==> config.mk <==
export PLATFORM = sky130hd
export DESIGN_NAME = tcc_core
export DESIGN_NICKNAME = d
export VERILOG_FILES = /design/src/common/tcc_pkg.sv /design/src/common/tcc_presc_if.sv /design/src/logic/tcc_prescaler.sv /design/src/logic/tcc_core.sv
export VERILOG_INCLUDE_DIRS = /design/src /design/src/common
export SDC_FILE = /design/constraint.sdc
export NUM_CORES = 1
export LEC_CHECK = 0
export BUFFER_PORTS_ARGS = -buffer_cell sky130_fd_sc_hd__buf_2
export CORE_MARGIN = 8
export CORE_UTILIZATION = 50
export CTS_CLUSTER_SIZE = 8
export DETAILED_ROUTE_END_ITERATION = 6
export MAX_ROUTING_LAYER = met4
export PLACE_DENSITY = 0.83
export SYNTH_ARGS = -nofsm -noshare
export SYNTH_HDL_FRONTEND = slang
export SYNTH_SLANG_ARGS = --single-unit
==> constraint.sdc <==
create_clock -name core_clk -period 3.8 [get_ports core_clk]
set_input_delay 0.19 -clock core_clk [delete_from_list [all_inputs] [get_ports core_clk]]
set_output_delay 0.19 -clock core_clk [all_outputs]
set_load 0.005 [all_outputs]
==> src/common/tcc_regs.svh <==
/*
  Constants of the timer/counter core: prescaler ratios, counter limits and
  reset values. Assumes it is included by bare name before the package.
*/
`ifndef TCC_REGS_SVH
`define TCC_REGS_SVH

// Prescaler ratios, indexed by divider_select.
`define TCC_RATIO_0 11'h001
`define TCC_RATIO_1 11'h002
`define TCC_RATIO_2 11'h004
`define TCC_RATIO_3 11'h008
`define TCC_RATIO_4 11'h010
`define TCC_RATIO_5 11'h040
`define TCC_RATIO_6 11'h100
`define TCC_RATIO_7 11'h400

// Counter limits per counter width.
`define TCC_MAX8      32'h000000FF
`define TCC_MAX16     32'h0000FFFF
`define TCC_MAX32     32'hFFFFFFFF
`define TCC_COUNT_RST 32'h00000000
`define TCC_TOP8_MASK 32'h000000FF

`endif

==> src/common/tcc_pkg.sv <==
/*
  Types of the timer/counter core: configuration enumerations, the command
  set, the run states and the enable-protected configuration record.
  Assumes nothing of its surroundings.
*/
package tcc_pkg;
  typedef enum logic [1:0] {TCC_W16, TCC_W8, TCC_W32, TCC_WRSV} tcc_width_t;
  typedef enum logic [1:0] {TCC_PLAIN_TOGGLE, TCC_MATCHED_TOGGLE, TCC_PLAIN_PULSE,
                            TCC_MATCHED_PULSE} tcc_wave_t;
  typedef enum logic [1:0] {TCC_SYNC_GCLK, TCC_SYNC_PRESC, TCC_SYNC_RESYNC,
                            TCC_SYNC_RSV} tcc_sync_t;
  typedef enum logic [2:0] {TCC_EV_OFF, TCC_EV_RETRIGGER, TCC_EV_COUNT, TCC_EV_START,
                            TCC_EV_CAPTURE, TCC_EV_RSV5, TCC_EV_RSV6, TCC_EV_RSV7} tcc_evact_t;
  typedef enum logic [1:0] {TCC_CMD_NONE, TCC_CMD_RETRIGGER, TCC_CMD_STOP,
                            TCC_CMD_RSV} tcc_cmd_t;
  typedef enum logic [1:0] {TCC_IDLE, TCC_WAIT, TCC_RUN, TCC_HALT} tcc_state_t;
  typedef struct packed {
    tcc_width_t width;
    tcc_wave_t  wave;
    logic [2:0] div;
    tcc_sync_t  sync;
    tcc_evact_t evact;
  } tcc_cfg_t;
endpackage

==> src/common/tcc_presc_if.sv <==
/*
  Carrier between the counter core and its prescaler. Assumes both ends run
  on core_clk.
*/
`timescale 1ns/1ps
interface tcc_presc_if;
  logic       gtick;
  logic [2:0] sel;
  logic       restart;
  logic       ptick;
  modport core  (output gtick, output sel, output restart, input ptick);
  modport presc (input gtick, input sel, input restart, output ptick);
endinterface

==> src/logic/tcc_prescaler.sv <==
/*
  Prescaler: divides the sampled generic clock ticks by the selected ratio.
  Assumes gtick is a one-cycle pulse per generic clock rising edge on core_clk.
*/
`timescale 1ns/1ps
`include "tcc_regs.svh"
module tcc_prescaler
  import tcc_pkg::*;
(
  input wire logic core_clk,
  input wire logic resetn,
  tcc_presc_if.presc pif
);
  logic [9:0]  cnt_r;
  logic [9:0]  cnt_nxt;
  logic        phase_r;
  logic        phase_nxt;
  logic [10:0] ratio;
  logic [9:0]  half_m1;
  logic        at_half;

  // Ratio lookup from the divider select code.
  function automatic logic [10:0] ratio_of(input logic [2:0] s);
    unique case (s)
      3'h0: ratio_of = `TCC_RATIO_0;
      3'h1: ratio_of = `TCC_RATIO_1;
      3'h2: ratio_of = `TCC_RATIO_2;
      3'h3: ratio_of = `TCC_RATIO_3;
      3'h4: ratio_of = `TCC_RATIO_4;
      3'h5: ratio_of = `TCC_RATIO_5;
      3'h6: ratio_of = `TCC_RATIO_6;
      default: ratio_of = `TCC_RATIO_7;
    endcase
  endfunction

  ////////////////////////////////////////////////////////////////////////////
  // Count to half the ratio, then toggle; the rising phase is the tick.
  always_comb
  begin
    ratio     = ratio_of(pif.sel);
    half_m1   = ratio[10:1] - 10'h001;
    at_half   = (cnt_r == half_m1);
    cnt_nxt   = cnt_r;
    phase_nxt = phase_r;
    if (pif.restart)
    begin
      cnt_nxt   = 10'h000;
      phase_nxt = 1'b0;
    end
    else if (pif.gtick)
    begin
      cnt_nxt   = at_half ? 10'h000 : cnt_r + 10'h001;
      phase_nxt = at_half ? ~phase_r : phase_r;
    end
    // Ratio one bypasses the divider entirely.
    pif.ptick = (ratio == `TCC_RATIO_0) ? pif.gtick : (pif.gtick && at_half && !phase_r);
  end

  // Registers only.
  always_ff @(posedge core_clk or negedge resetn)
  begin
    if (!resetn)
    begin
      cnt_r   <= 10'h000;
      phase_r <= 1'b0;
    end
    else
    begin
      cnt_r   <= cnt_nxt;
      phase_r <= phase_nxt;
    end
  end

  a_tick_from_gclk: assert property (@(posedge core_clk) disable iff (!resetn)
    pif.ptick |-> pif.gtick) else $error("prescaled tick without generic tick");
endmodule

==> src/logic/tcc_core.sv <==
/*
  Timer/counter core: prescaled or event-driven counter of 8, 16 or 32 bits,
  commands, event actions, two compare/capture channels and waveforms.
  Assumes config and commands come as same-clock ports; the generic clock
  and the event line are asynchronous and are synchronised here.
*/
// Notes on behaviour
// - Prescaler divides by 1 to 1024
// - Sync setting picks prescaler restart and wrap timing
// - Counted events bypass the prescaler
// - Width 8, 16 or 32; only 8-bit has top limit
// - Odd instance in 32-bit mode is inert follower
// - Up wraps to zero, down reloads top, single_run stops
// - Setter selects down, clearer selects up
// - Wrap sets flag, optional wrap event
// - Count writable, kept across enable
// - Stop holds count, clears waves, sets halted
// - Retrigger wraps running, resumes stopped counter
// - Retrigger action waits for first event
// - Count action steps once per event
// - Start action waits; events while running ignored
// - Match flag set on counter step tick
// - Plain modes use top limit or maximum
// - Toggle on match; matched toggle uses channel zero
// - Pulse mode sets/clears by direction
// - Matched pulse: negative pulse on wrap
// - Missed lower top lets counter run to maximum
// - Per-channel inversion before the pin
// - Configuration locked while enabled
// - Capture while flag set raises overrun
`timescale 1ns/1ps
`include "tcc_regs.svh"
module tcc_core
  import tcc_pkg::*;
#(
  parameter bit ODD_INSTANCE = 1'b0
)
(
  input  wire logic             core_clk,
  input  wire logic             resetn,
  input  wire logic             generic_counter_clock,
  input  wire logic             event_in,
  input  wire logic             enable,
  input  wire tcc_width_t       counter_width_select,
  input  wire tcc_wave_t        waveform_select,
  input  wire logic [2:0]       divider_select,
  input  wire tcc_sync_t        divider_sync_select,
  input  wire tcc_evact_t       event_action_select,
  input  wire logic             timer_event_input_enable,
  input  wire logic             wrap_event_enable,
  input  wire logic [1:0]       channel_event_enable,
  input  wire logic [1:0]       channel_irq_enable,
  input  wire logic [1:0]       output_invert,
  input  wire logic [1:0]       capture_channel_enable,
  input  wire logic [1:0]       control_b_setter,
  input  wire logic [1:0]       control_b_clearer,
  input  wire tcc_cmd_t         command,
  input  wire logic             count_write,
  input  wire logic [31:0]      count_write_data,
  input  wire logic [7:0]       top_limit_value,
  input  wire logic [1:0][31:0] channel_match_value,
  input  wire logic             wrap_flag_clear,
  input  wire logic [1:0]       channel_match_flag_clear,
  input  wire logic             capture_overrun_clear,
  output logic [31:0]           count_value,
  output logic [1:0][31:0]      capture_value,
  output logic [1:0]            wave_out,
  output logic                  wrap_flag,
  output logic                  wrap_event,
  output logic [1:0]            channel_match_flag,
  output logic [1:0]            channel_event,
  output logic [1:0]            channel_irq,
  output logic                  capture_overrun_flag,
  output logic                  halted,
  output logic                  follower_status,
  output logic                  count_down,
  output logic                  single_run
);
  tcc_presc_if pif ();

  logic [2:0]       gsync_r;
  logic [2:0]       gsync_nxt;
  logic [2:0]       esync_r;
  logic [2:0]       esync_nxt;
  logic             en_r;
  tcc_cfg_t         cfg_r;
  tcc_cfg_t         cfg_nxt;
  tcc_state_t       state_r;
  tcc_state_t       state_nxt;
  logic [31:0]      cnt_r;
  logic [31:0]      cnt_nxt;
  logic             dir_r;
  logic             dir_nxt;
  logic             one_r;
  logic             one_nxt;
  logic             wrapf_r;
  logic             wrapf_nxt;
  logic             wrapev_r;
  logic             wrapev_nxt;
  logic [1:0]       mflag_r;
  logic [1:0]       mflag_nxt;
  logic [1:0]       mev_r;
  logic [1:0]       mev_nxt;
  logic [1:0]       irq_r;
  logic [1:0]       irq_nxt;
  logic             ovr_r;
  logic             ovr_nxt;
  logic [1:0][31:0] cap_r;
  logic [1:0][31:0] cap_nxt;
  logic [1:0]       wave_r;
  logic [1:0]       wave_nxt;
  logic [1:0]       pin_r;
  logic [1:0]       pin_nxt;
  logic             follower;
  logic [31:0]      mask;
  logic [31:0]      top;
  logic             up;
  logic             at_end;
  logic             evt_pulse;
  logic             step_tick;
  logic             running;
  logic             retrig;
  logic             start_ev;
  logic             stop_cmd;
  logic             wr;
  logic             wrap_hit;
  logic             step_hit;
  logic             cap_ev;
  logic [1:0]       match_hit;

  // Counter range mask for a width setting; reserved code acts as 16-bit.
  function automatic logic [31:0] wmask(input tcc_width_t w);
    unique case (w)
      TCC_W8:  wmask = `TCC_MAX8;
      TCC_W32: wmask = `TCC_MAX32;
      default: wmask = `TCC_MAX16;
    endcase
  endfunction

  // Top value: channel zero in matched modes, else limit or maximum.
  function automatic logic [31:0] top_of(input tcc_cfg_t c, input logic [7:0] lim,
                                         input logic [31:0] cc0);
    if (c.wave == TCC_MATCHED_TOGGLE || c.wave == TCC_MATCHED_PULSE)
      top_of = cc0 & wmask(c.width);
    else if (c.width == TCC_W8)
      top_of = {24'h000000, lim} & `TCC_TOP8_MASK;
    else
      top_of = wmask(c.width);
  endfunction

  ////////////////////////////////////////////////////////////////////////////
  // Two-stage synchronisers for the generic clock and the event line.
  always_comb
  begin
    gsync_nxt = {gsync_r[1:0], generic_counter_clock};
    esync_nxt = {esync_r[1:0], event_in};
  end

  always_ff @(posedge core_clk or negedge resetn)
  begin
    if (!resetn)
    begin
      gsync_r <= 3'h0;
      esync_r <= 3'h0;
    end
    else
    begin
      gsync_r <= gsync_nxt;
      esync_r <= esync_nxt;
    end
  end

  ////////////////////////////////////////////////////////////////////////////
  // Enable-protected configuration is taken only while the timer was off,
  // so a write together with enable rising still lands.
  always_comb
  begin
    cfg_nxt = cfg_r;
    if (!en_r)
      cfg_nxt = '{counter_width_select, waveform_select, divider_select,
                  divider_sync_select, event_action_select};
  end

  always_ff @(posedge core_clk or negedge resetn)
  begin
    if (!resetn)
    begin
      en_r  <= 1'b0;
      cfg_r <= '{TCC_W16, TCC_PLAIN_TOGGLE, 3'h0, TCC_SYNC_GCLK, TCC_EV_OFF};
    end
    else
    begin
      en_r  <= enable;
      cfg_r <= cfg_nxt;
    end
  end

  ////////////////////////////////////////////////////////////////////////////
  // Step decode shared by counter, flags and waveforms.
  always_comb
  begin
    follower  = ODD_INSTANCE && cfg_r.width == TCC_W32;
    mask      = wmask(cfg_r.width);
    top       = top_of(cfg_r, top_limit_value, channel_match_value[0]);
    up        = !dir_r;
    // Equality only: a top lowered below the count is passed by.
    at_end    = up ? (cnt_r == top) : (cnt_r == `TCC_COUNT_RST);
    // Only the second and third event stages are read, so the first stage may settle.
    evt_pulse = esync_r[1] & ~esync_r[2] & timer_event_input_enable;
    if (cfg_r.evact == TCC_EV_COUNT)
      step_tick = evt_pulse;
    else if (at_end && cfg_r.sync != TCC_SYNC_PRESC)
      step_tick = pif.gtick;
    else
      step_tick = pif.ptick;
    running  = state_r == TCC_RUN && !follower;
    retrig   = command == TCC_CMD_RETRIGGER ||
               (evt_pulse && cfg_r.evact == TCC_EV_RETRIGGER);
    start_ev = evt_pulse && cfg_r.evact == TCC_EV_START;
    stop_cmd = command == TCC_CMD_STOP;
    wr       = count_write && !follower;
    step_hit = running && step_tick && !wr && !retrig && !stop_cmd;
    wrap_hit = step_hit && at_end;
    cap_ev   = evt_pulse && cfg_r.evact == TCC_EV_CAPTURE && en_r && !follower;
    pif.gtick   = gsync_r[1] & ~gsync_r[2];
    pif.sel     = cfg_r.div;
    pif.restart = !en_r || (wrap_hit && cfg_r.sync == TCC_SYNC_RESYNC);
  end

  // One comparator per channel.
  genvar gi;
  generate
    for (gi = 0; gi < 2; gi++)
    begin : g_cmp
      assign match_hit[gi] = step_hit && cnt_r == (channel_match_value[gi] & mask);
    end
  endgenerate

  tcc_prescaler u_presc (
    .core_clk (core_clk),
    .resetn   (resetn),
    .pif      (pif.presc)
  );

  ////////////////////////////////////////////////////////////////////////////
  // Run state, direction, single_run and the counter value.
  always_comb
  begin
    state_nxt = state_r;
    unique case (state_r)
      TCC_IDLE:
        if (enable)
          state_nxt = (cfg_nxt.evact == TCC_EV_RETRIGGER || cfg_nxt.evact == TCC_EV_START)
                      ? TCC_WAIT : TCC_RUN;
      TCC_WAIT, TCC_HALT:
        if (retrig || start_ev)
          state_nxt = TCC_RUN;
      TCC_RUN:
        if (stop_cmd)
          state_nxt = TCC_HALT;
        else if (wrap_hit && one_r)
          state_nxt = TCC_HALT;
    endcase
    if (!enable || follower)
      state_nxt = TCC_IDLE;
    dir_nxt = dir_r;
    one_nxt = one_r;
    if (control_b_setter[0])
      dir_nxt = 1'b1;
    else if (control_b_clearer[0])
      dir_nxt = 1'b0;
    if (control_b_setter[1])
      one_nxt = 1'b1;
    else if (control_b_clearer[1])
      one_nxt = 1'b0;
    cnt_nxt = cnt_r;
    if (wr)
      cnt_nxt = count_write_data & mask;
    else if ((retrig && running && !stop_cmd) || wrap_hit)
      cnt_nxt = up ? `TCC_COUNT_RST : top;
    else if (step_hit)
      cnt_nxt = (up ? cnt_r + 32'h00000001 : cnt_r - 32'h00000001) & mask;
  end

  always_ff @(posedge core_clk or negedge resetn)
  begin
    if (!resetn)
    begin
      state_r <= TCC_IDLE;
      dir_r   <= 1'b0;
      one_r   <= 1'b0;
      cnt_r   <= `TCC_COUNT_RST;
    end
    else
    begin
      state_r <= state_nxt;
      dir_r   <= dir_nxt;
      one_r   <= one_nxt;
      cnt_r   <= cnt_nxt;
    end
  end

  ////////////////////////////////////////////////////////////////////////////
  // Flags and events; a hardware set always beats a same-cycle clear.
  always_comb
  begin
    wrapf_nxt  = wrap_hit | (wrapf_r & ~wrap_flag_clear);
    wrapev_nxt = wrap_hit & wrap_event_enable;
    ovr_nxt    = ovr_r & ~capture_overrun_clear;
    cap_nxt    = cap_r;
    for (int i = 0; i < 2; i++)
    begin
      mflag_nxt[i] = mflag_r[i] & ~channel_match_flag_clear[i];
      mev_nxt[i]   = 1'b0;
      if (match_hit[i] && !capture_channel_enable[i])
      begin
        mflag_nxt[i] = 1'b1;
        mev_nxt[i]   = channel_event_enable[i];
      end
      if (cap_ev && capture_channel_enable[i])
      begin
        if (mflag_r[i])
          ovr_nxt = 1'b1;
        else
        begin
          mflag_nxt[i] = 1'b1;
          cap_nxt[i]   = cnt_r;
        end
      end
    end
    irq_nxt = mflag_nxt & channel_irq_enable;
  end

  always_ff @(posedge core_clk or negedge resetn)
  begin
    if (!resetn)
    begin
      wrapf_r  <= 1'b0;
      wrapev_r <= 1'b0;
      mflag_r  <= 2'h0;
      mev_r    <= 2'h0;
      irq_r    <= 2'h0;
      ovr_r    <= 1'b0;
      cap_r    <= '0;
    end
    else
    begin
      wrapf_r  <= wrapf_nxt;
      wrapev_r <= wrapev_nxt;
      mflag_r  <= mflag_nxt;
      mev_r    <= mev_nxt;
      irq_r    <= irq_nxt;
      ovr_r    <= ovr_nxt;
      cap_r    <= cap_nxt;
    end
  end

  ////////////////////////////////////////////////////////////////////////////
  // Waveforms. Waves go low before inversion whenever the counter will not be running,
  // which covers disable, stop, single_run end and the wait for an event.
  always_comb
  begin
    for (int i = 0; i < 2; i++)
    begin
      wave_nxt[i] = wave_r[i];
      if (!enable || follower || state_nxt != TCC_RUN)
        wave_nxt[i] = 1'b0;
      else if (cfg_r.wave == TCC_PLAIN_TOGGLE)
        wave_nxt[i] = wave_r[i] ^ match_hit[i];
      else if (cfg_r.wave == TCC_MATCHED_TOGGLE)
        wave_nxt[i] = wave_r[i] ^ ((i == 0) ? wrap_hit : match_hit[i]);
      else if (cfg_r.wave == TCC_MATCHED_PULSE && i == 0)
        wave_nxt[i] = !wrap_hit;
      else if (wrap_hit || retrig || state_r != TCC_RUN)
        wave_nxt[i] = up;
      else if (match_hit[i])
        wave_nxt[i] = !up;
    end
    // Inversion sits last, so a disabled pin rests at its invert level.
    pin_nxt = wave_nxt ^ output_invert;
  end

  always_ff @(posedge core_clk or negedge resetn)
  begin
    if (!resetn)
    begin
      wave_r <= 2'h0;
      pin_r  <= 2'h0;
    end
    else
    begin
      wave_r <= wave_nxt;
      pin_r  <= pin_nxt;
    end
  end

  ////////////////////////////////////////////////////////////////////////////
  // Output wiring, all from registers.
  assign count_value          = cnt_r;
  assign capture_value        = cap_r;
  assign wave_out             = pin_r;
  assign wrap_flag            = wrapf_r;
  assign wrap_event           = wrapev_r;
  assign channel_match_flag   = mflag_r;
  assign channel_event        = mev_r;
  assign channel_irq          = irq_r;
  assign capture_overrun_flag = ovr_r;
  assign halted               = state_r == TCC_HALT;
  assign follower_status      = ODD_INSTANCE && cfg_r.width == TCC_W32;
  assign count_down           = dir_r;
  assign single_run           = one_r;

  ////////////////////////////////////////////////////////////////////////////
  // Checks.
  a_stop_halts: assert property (@(posedge core_clk) disable iff (!resetn)
    enable && stop_cmd && running |=> halted && wave_r == 2'h0 && $stable(cnt_r))
    else $error("stop did not halt");
  a_wrap_flag_set: assert property (@(posedge core_clk) disable iff (!resetn)
    wrap_hit |=> wrap_flag && (wrap_event == $past(wrap_event_enable)))
    else $error("wrap flag or event missing");
  a_up_wrap_zero: assert property (@(posedge core_clk) disable iff (!resetn)
    wrap_hit && !dir_r |=> cnt_r == `TCC_COUNT_RST)
    else $error("up count did not wrap to zero");
  a_down_reload: assert property (@(posedge core_clk) disable iff (!resetn)
    wrap_hit && dir_r |=> cnt_r == $past(top))
    else $error("down count did not reload top");
  a_single_run_stop: assert property (@(posedge core_clk) disable iff (!resetn)
    wrap_hit && one_r && enable && !stop_cmd |=> halted && wave_r == 2'h0)
    else $error("single run did not stop");
  a_disabled_low: assert property (@(posedge core_clk) disable iff (!resetn)
    !enable |=> wave_r == 2'h0 && wave_out == $past(output_invert))
    else $error("waves not low while disabled");
  a_cfg_locked: assert property (@(posedge core_clk) disable iff (!resetn)
    en_r && $past(en_r) |-> $stable(cfg_r))
    else $error("configuration changed while enabled");
  a_count_event: assert property (@(posedge core_clk) disable iff (!resetn)
    running && cfg_r.evact == TCC_EV_COUNT && evt_pulse && !at_end && !dir_r && !wr &&
    command == TCC_CMD_NONE |=> cnt_r == (($past(cnt_r) + 32'h00000001) & $past(mask)))
    else $error("count event did not step by one");
  a_overrun_set: assert property (@(posedge core_clk) disable iff (!resetn)
    cap_ev && capture_channel_enable[0] && mflag_r[0] |=> capture_overrun_flag)
    else $error("capture overrun not flagged");
  a_start_ignored: assert property (@(posedge core_clk) disable iff (!resetn)
    running && start_ev && enable && !stop_cmd && !(wrap_hit && one_r) |=> state_r == TCC_RUN)
    else $error("start event disturbed a running counter");
endmodule

Word-level counts from Yosys, hierarchy flattened
Cells that the tools add are included.
{"block": "op_classes", "n_reduce_logical": 54, "muxes": 55, "n_eq_ne": 30, "n_bitwise": 28, "n_addsub": 4}
{"op": "$mux 32", "count": 9}
{"op": "$and 32x32->32", "count": 5}
{"op": "$eq 32x32->1", "count": 3}
{"op": "$pmux 11 s7", "count": 1}
{"op": "$pmux 32 s2", "count": 1}
{"op": "$mux 1", "count": 34}
{"op": "$add 32x1->32 const B", "count": 1}
{"op": "$logic_not 32->1", "count": 1}
{"op": "$sub 32x1->32 const B", "count": 1}
{"op": "$mux 10", "count": 3}
{"op": "$logic_and 1x1->1", "count": 22}
{"op": "$eq 3x2->1 const B", "count": 5}
{"op": "$eq 2x2->1 const B", "count": 6}
{"op": "$eq 3x3->1 const B", "count": 4}
{"op": "$eq 11x1->1 const B", "count": 1}
{"op": "$add 10x1->10 const B", "count": 1}
{"op": "$eq 10x10->1", "count": 1}
{"op": "$logic_not 1->1", "count": 10}
{"op": "$mux 2", "count": 5}
{"op": "$sub 10x1->10 const B", "count": 1}
{"op": "$eq 3x1->1 const B", "count": 3}
{"op": "$logic_or 1x1->1", "count": 9}
{"op": "$not 1->1", "count": 9}
{"op": "$and 1x1->1", "count": 8}
{"op": "other kinds (15)", "count": 27}
{"block": "word_totals", "register_bits": 143, "output_inout_bits": 111}

Depth between registers and ports, before layout
{"block": "depth", "ltp_word": 24, "depth_mapped": 18}

Modules after synthesis
Synthesis repeated with hierarchy kept, for this count alone.
{"block": "hier_totals", "cells_unflattened": 1238, "area_unflattened_um2": 10898.0}
{"module": "tcc_core", "cells_each": 1108, "area_each_um2": 9783.1, "instances": 1}
{"module": "tcc_prescaler", "cells_each": 130, "area_each_um2": 1114.8, "instances": 1}

Worst setup path after synthesis
No wires, ideal clock.
{"block": "synth_timing", "path_type": "reg2reg", "from": "register dir_r, in the netlist count_down", "to": "register cnt_r[30], in the netlist count_value[30]", "path_buffers": 2, "required_ns": 3.672, "path_stages_with_launch": 16, "slack_ns": -0.001, "t_arrival_ns": 3.673, "cell_sequence": "dfrtp_1 -> clkbuf_1 -> inv_1 -> clkbuf_1 -> fa_1 -> nor2b_1 -> o21ai_0 -> a21boi_0 -> o31a_1 -> o2111ai_1 -> a21boi_0 -> o41ai_1 -> o21ai_0 -> xor2_1 -> a221oi_1 -> nor3_1"}
{"block": "synth_between", "elab_chain_len": 12, "elab_cells_between_ends": 17, "cone_classes": "mux (8); bitwise (1); reduce/logical (8)"}
{"item": "from (decl)", "line": "tcc_core.sv:92", "text": "logic dir_r;"}
{"item": "from (signal assigned)", "line": "tcc_core.sv:297", "text": "dir_r <= dir_nxt;"}
{"item": "$mux 1", "line": "tcc_core.sv:207", "text": "at_end = up ? (cnt_r == top) : (cnt_r == `TCC_COUNT_RST);"}
{"item": "$logic_and 1x1->1", "line": "tcc_core.sv:212", "text": "else if (at_end && cfg_r.sync != TCC_SYNC_PRESC)"}
{"item": "$mux 1", "line": "tcc_core.sv:212"}
{"item": "$mux 1", "line": "tcc_core.sv:210", "text": "if (cfg_r.evact == TCC_EV_COUNT)"}
{"item": "$logic_and 1x1->1 (4 in series)", "line": "tcc_core.sv:222", "text": "step_hit = running && step_tick && !wr && !retrig && !stop_cmd;"}
{"item": "$logic_and 1x1->1", "line": "tcc_core.sv:223", "text": "wrap_hit = step_hit && at_end;"}
{"item": "$logic_or 1x1->1", "line": "tcc_core.sv:279", "text": "else if ((retrig && running && !stop_cmd) || wrap_hit)"}
{"item": "$mux 32", "line": "tcc_core.sv:279"}
{"item": "$mux 32", "line": "tcc_core.sv:277", "text": "if (wr)"}
{"item": "to (signal assigned)", "line": "tcc_core.sv:292", "text": "cnt_r <= `TCC_COUNT_RST;"}
{"item": "to (signal assigned)", "line": "tcc_core.sv:299", "text": "cnt_r <= cnt_nxt;"}
{"item": "to (decl)", "line": "tcc_core.sv:90", "text": "logic [31:0] cnt_r;"}
Parallel ways exist; a longest one is shown, timed or not. The select of a mux whose other input is x is not followed.
A chain may end at the register's enable or synchronous reset.

Worst setup path after layout
{"block": "layout_timing", "from": "register cfg_r[11] (netlist name)", "to": "register pin_r[0], in the netlist wave_out[0]"}
{"block": "layout_between", "elab_chain_len": 24, "elab_cells_between_ends": 40, "cone_classes": "eq/ne (5); mux (18); bitwise (5); reduce/logical (12)"}
{"item": "from (decl)", "line": "tcc_core.sv:86", "text": "tcc_cfg_t cfg_r;"}
{"item": "from (signal assigned)", "line": "tcc_core.sv:189", "text": "cfg_r <= '{TCC_W16, TCC_PLAIN_TOGGLE, 3'h0, TCC_SYNC_GCLK, TCC_EV_OFF};"}
{"item": "from (signal assigned)", "line": "tcc_core.sv:194", "text": "cfg_r <= cfg_nxt;"}
{"item": "$eq 2x2->1 or $eq 2x1->1 (tied branches)", "line": "tcc_core.sv:133, tcc_core.sv:145"}
{"item": "$pmux 32 s2", "line": "tcc_core.sv:133", "text": "unique case (w)"}
{"item": "$mux 32", "line": "tcc_core.sv:143", "text": "if (c.wave == TCC_MATCHED_TOGGLE || c.wave == TCC_MATCHED_PULSE)"}
{"item": "$and 32x32->32", "line": "tcc_core.sv:144", "text": "top_of = cc0 & wmask(c.width);"}
{"item": "$mux 32", "line": "tcc_core.sv:143"}
{"item": "$eq 32x32->1", "line": "tcc_core.sv:207"}
{"item": "$mux 1", "line": "tcc_core.sv:207"}
{"item": "$logic_and 1x1->1", "line": "tcc_core.sv:212"}
{"item": "[... 10 more ...]"}
{"item": "$pmux 2 s3", "line": "tcc_core.sv:250", "text": "unique case (state_r)"}
{"item": "$mux 2", "line": "tcc_core.sv:264", "text": "if (!enable || follower)"}
{"item": "$ne 2x2->1", "line": "tcc_core.sv:366", "text": "if (!enable || follower || state_nxt != TCC_RUN)"}
{"item": "$logic_or 1x1->1", "line": "tcc_core.sv:366"}
{"item": "$mux 1 (*)", "line": "tcc_core.sv:366"}
{"item": "named net wave_nxt[0]", "line": "tcc_core.sv:111", "text": "logic [1:0] wave_nxt;"}
{"item": "$xor 2x2->2 (*)", "line": "tcc_core.sv:380", "text": "pin_nxt = wave_nxt ^ output_invert;"}
{"item": "named net pin_nxt[0]", "line": "tcc_core.sv:113", "text": "logic [1:0] pin_nxt;"}
{"item": "to (signal assigned)", "line": "tcc_core.sv:393", "text": "pin_r <= pin_nxt;"}
{"item": "to (decl)", "line": "tcc_core.sv:112", "text": "logic [1:0] pin_r;"}
Mark *: on every way through the listed nets, which the timed path passes. The rest lies on a longest branch. The select of a mux whose other input is x is not followed.

==> impl_metrics.yaml <==
timing:
  rsz0062_at_grt: "no"
  fin_worst_skew_ns: 0.01372
  finalMaxSlewViolations: 0
  setup-violations-final: 0
  min_period_ns: 3.681
  maxSlewHeadroom_pct: 16.43
  hold_violations: 0
  tightest_slew_ns: 1.252
  period_share_pct: 96.87
  hold_slack_ns: 0.01485
  max_freq_ghz: 0.2717
die:
  rows: 54
  ios: 253
  coreArea_um2: 21550
  die_height_um: 163.1
  die_x_um: 163.1
  initial_utilization_pct: 50.23
  die-area_um2: 26610
drt:
  wire_per_inst_um: 24.09
  vias_per_cell: 6.262
  drtIter0Drc: 1180
  drt_wl_total_mm: 43.44
  num_vias: 11290
  drc_errors: 0
  dr.pass1.iters: 6
  drtAntennaViolNets: 0
power:
  cellLeakagePower_uw: 0.006384
  ir_drop_uv: 321.9
  powerDensity_nw_per_um2: 486.2
logic_synthesis:
  ys.flop_type: "dfrtp_1"
  yosysUniqueCellTypes: 93
  yosys_warnings: 0
  syn_area_um2: 10830
  syn_nets: 1396
  synth_seq_area_share_pct: 33.06
  synth_edf_count: 0
  synth-seq-cells: 143
  synth-async-reset-ratio_pct: 100.0
  syn_area_per_cell_um2: 8.866
  synthCells: 1221
cts:
  numCtsBuffers: 17
  htree_levels: 4
  cts_tree: "yes"
  clk_latency_ns: 0.44
  clkTransAtPathRegs_ns: 0.07
  root_buffer: "clkbuf_16"
  clock-sinks: 143
  cts_buffer_depth: 2
critical_path:
  cp-end-kind: "flop"
  critPathRequiredTime_ns: 4.15
  r2r_start: "cfg_r[11]"
  arrival_ns: 4.03
  path_max_fanout: 12
  worstRegToRegCells: 13
  r2r-end: "wave_out[0]"
  critPathKind: "reg -> reg"
  critical_path.startpoint_type: "flop"
  r2r_setup_slack_ns: 0.12
cells_and_area:
  final_common_cell: "buf_2"
  drive_above_1_share_pct: 32.02
  layout.cells.non_filler: 1803
  fillerInstances: 1850
  mostFrequentLayoutCells: "buf_2 (250), dfrtp_1 (142), nor2_1 (102)"
  finalNetCount: 1680
  final_area_um2: 13560
  syn_to_final_growth_pct: 25.30
worst_hold_path:
  hold_path_depth: 2
  whs_endpoint: "cfg_r[10]"
  hold_start: "counter_width_select[0]"
  hold_path.class: "in -> reg"
global_routing:
  grt_pass1_vias: 11480
  antenna_found_initial: 5
  grt_overflow: 0
  grt_pass1_wl_mm: 65.68
  grt_start_max_net_pins: 94
  track_usage_pct: 32.62
placement:
  numPortBuffers: 251
  place_area_um2: 12630
  dp_hpwl_mm: 32.86
  gp_congestion: 1.048
  place_inst: 1740
flow_run:
  drv_cap: 0
status:
  status: "finished clean"
-- per-stage QoR --
stage / setup TNS, ns / power (uW) / util [%] / setup WS [ns]
after floorplan: 0 / 3674 / - / 0.1630
after global placement: -0.2133 / 4737 / 58.58 / -0.1283
after detailed placement: -0.04915 / 4775 / 58.58 / -0.04915
after CTS: 0 / 6520 / 62.32 / 0.06794
after global routing: 0 / 6911 / 62.93 / 0.02029
final: 0 / 6595 / 62.93 / 0.1189
-- registers in the layout (all words and copies together), names as in the netlist, 3 cells and up --
signal         flops
capture_value     64
cfg_r              9
count_value       32
esync_r            3
gsync_r            3
pif.sel            3
u_presc.cnt_r     10
-- repair_timing --
action	in CTS	in global routing
hold buffers	22	1
setup buffers	0	2
resized for setup	1	14
endpoints found under the setup margin	3	20
hold endpoints to repair	111	1
cloned	0	1
pin swaps	0	4
-- critical path, cell delays in order, from the launching register on --
cell,delay (ns)
dfrtp_1,0.46
buf_4,0.23
nor4b_2,0.40
nor3_1,0.13
nor4b_2,0.30
nand4_1,0.23
nor4_4,0.37
a31oi_2,0.17
buf_4,0.21
o21ai_1,0.24
a21oi_1,0.08
o311a_1,0.31
a211oi_2,0.30
xor2_1,0.18
-- per-layer routing --
layer | share of wire (%) | GRT usage [%] | up-vias
met3 | 8.1 | 6.779 | 150
li1 | - | - | 5099
met1 | 39 | 38.46 | 5394
met5 | 0 | - | -
met2 | 48 | 52.87 | 648
met4 | 4.6 | 14.85 | 0
-- cell families after synthesis --
group	count (synthesis)	synth area share (%)
and+or+nand+nor	385	19.02
AOI/OAI and AO/OA	358	23.06
DFF	143	33.06
buffers and inverters	134	5.467
muxes	93	9.489
xor gates and xnor gates	74	5.987
adders and majority gates	33	3.883
other	1	0.03464
-- power breakdown --
group	switching, uW	leakage, uW	internal, uW
sequential	244	0.00187	1690
combinational	1710	0.00424	1240
clock	783	0.000276	928
total	2740	0.00638	3860
-- synth_stat cells, types with 25 or more instances --
cell / count / area (um2)
inv_1: 48 / 180.2
ha_1: 32 / 400.4
clkbuf_1: 56 / 210.2
nand3_1: 30 / 150.1
nor3_1: 28 / 140.1
nand2_1: 69 / 259.0
dfrtp_1: 143 / 3578
mux2_2: 76 / 855.8
xnor2_1: 40 / 350.3
a31oi_1: 25 / 156.4
a21oi_1: 71 / 355.3
o21ai_0: 66 / 330.3
nor2_1: 102 / 382.9
xor2_1: 34 / 297.8
-- worst max path at each step --
stage | startpoint | endpoint | slack (ns) | cells after the start
final | cfg_r[11] | wave_out[0] | 0.12 | 13
after global routing | pif.sel[2] | wave_out[0] | 0.02 | 13
after CTS | pif.sel[2] | count_value[31] | 0.07 | 13
after detailed placement | count_value[19] | wave_out[0] | -0.05 | 11
after global placement | count_value[19] | wave_out[0] | -0.13 | 11
after floorplan | count_down | count_value[30] | 0.16 | 15
-- final cells by class --
class / instances / area (um2) / area share (%)
Multi-Input combinational cell: 944 / 6743 / 49.71
Tap cell: 280 / 350.3 / 2.583
Clock buffer: 18 / 429.2 / 3.164
Clock inverter: 14 / 151.4 / 1.116
Antenna cell: 5 / 12.51 / 0.09224
Sequential cell: 143 / 3580 / 26.39
Timing Repair Buffer: 349 / 2111 / 15.56
Inverter: 50 / 187.7 / 1.384
No activity file was read; power rests on OpenSTA's default activity.
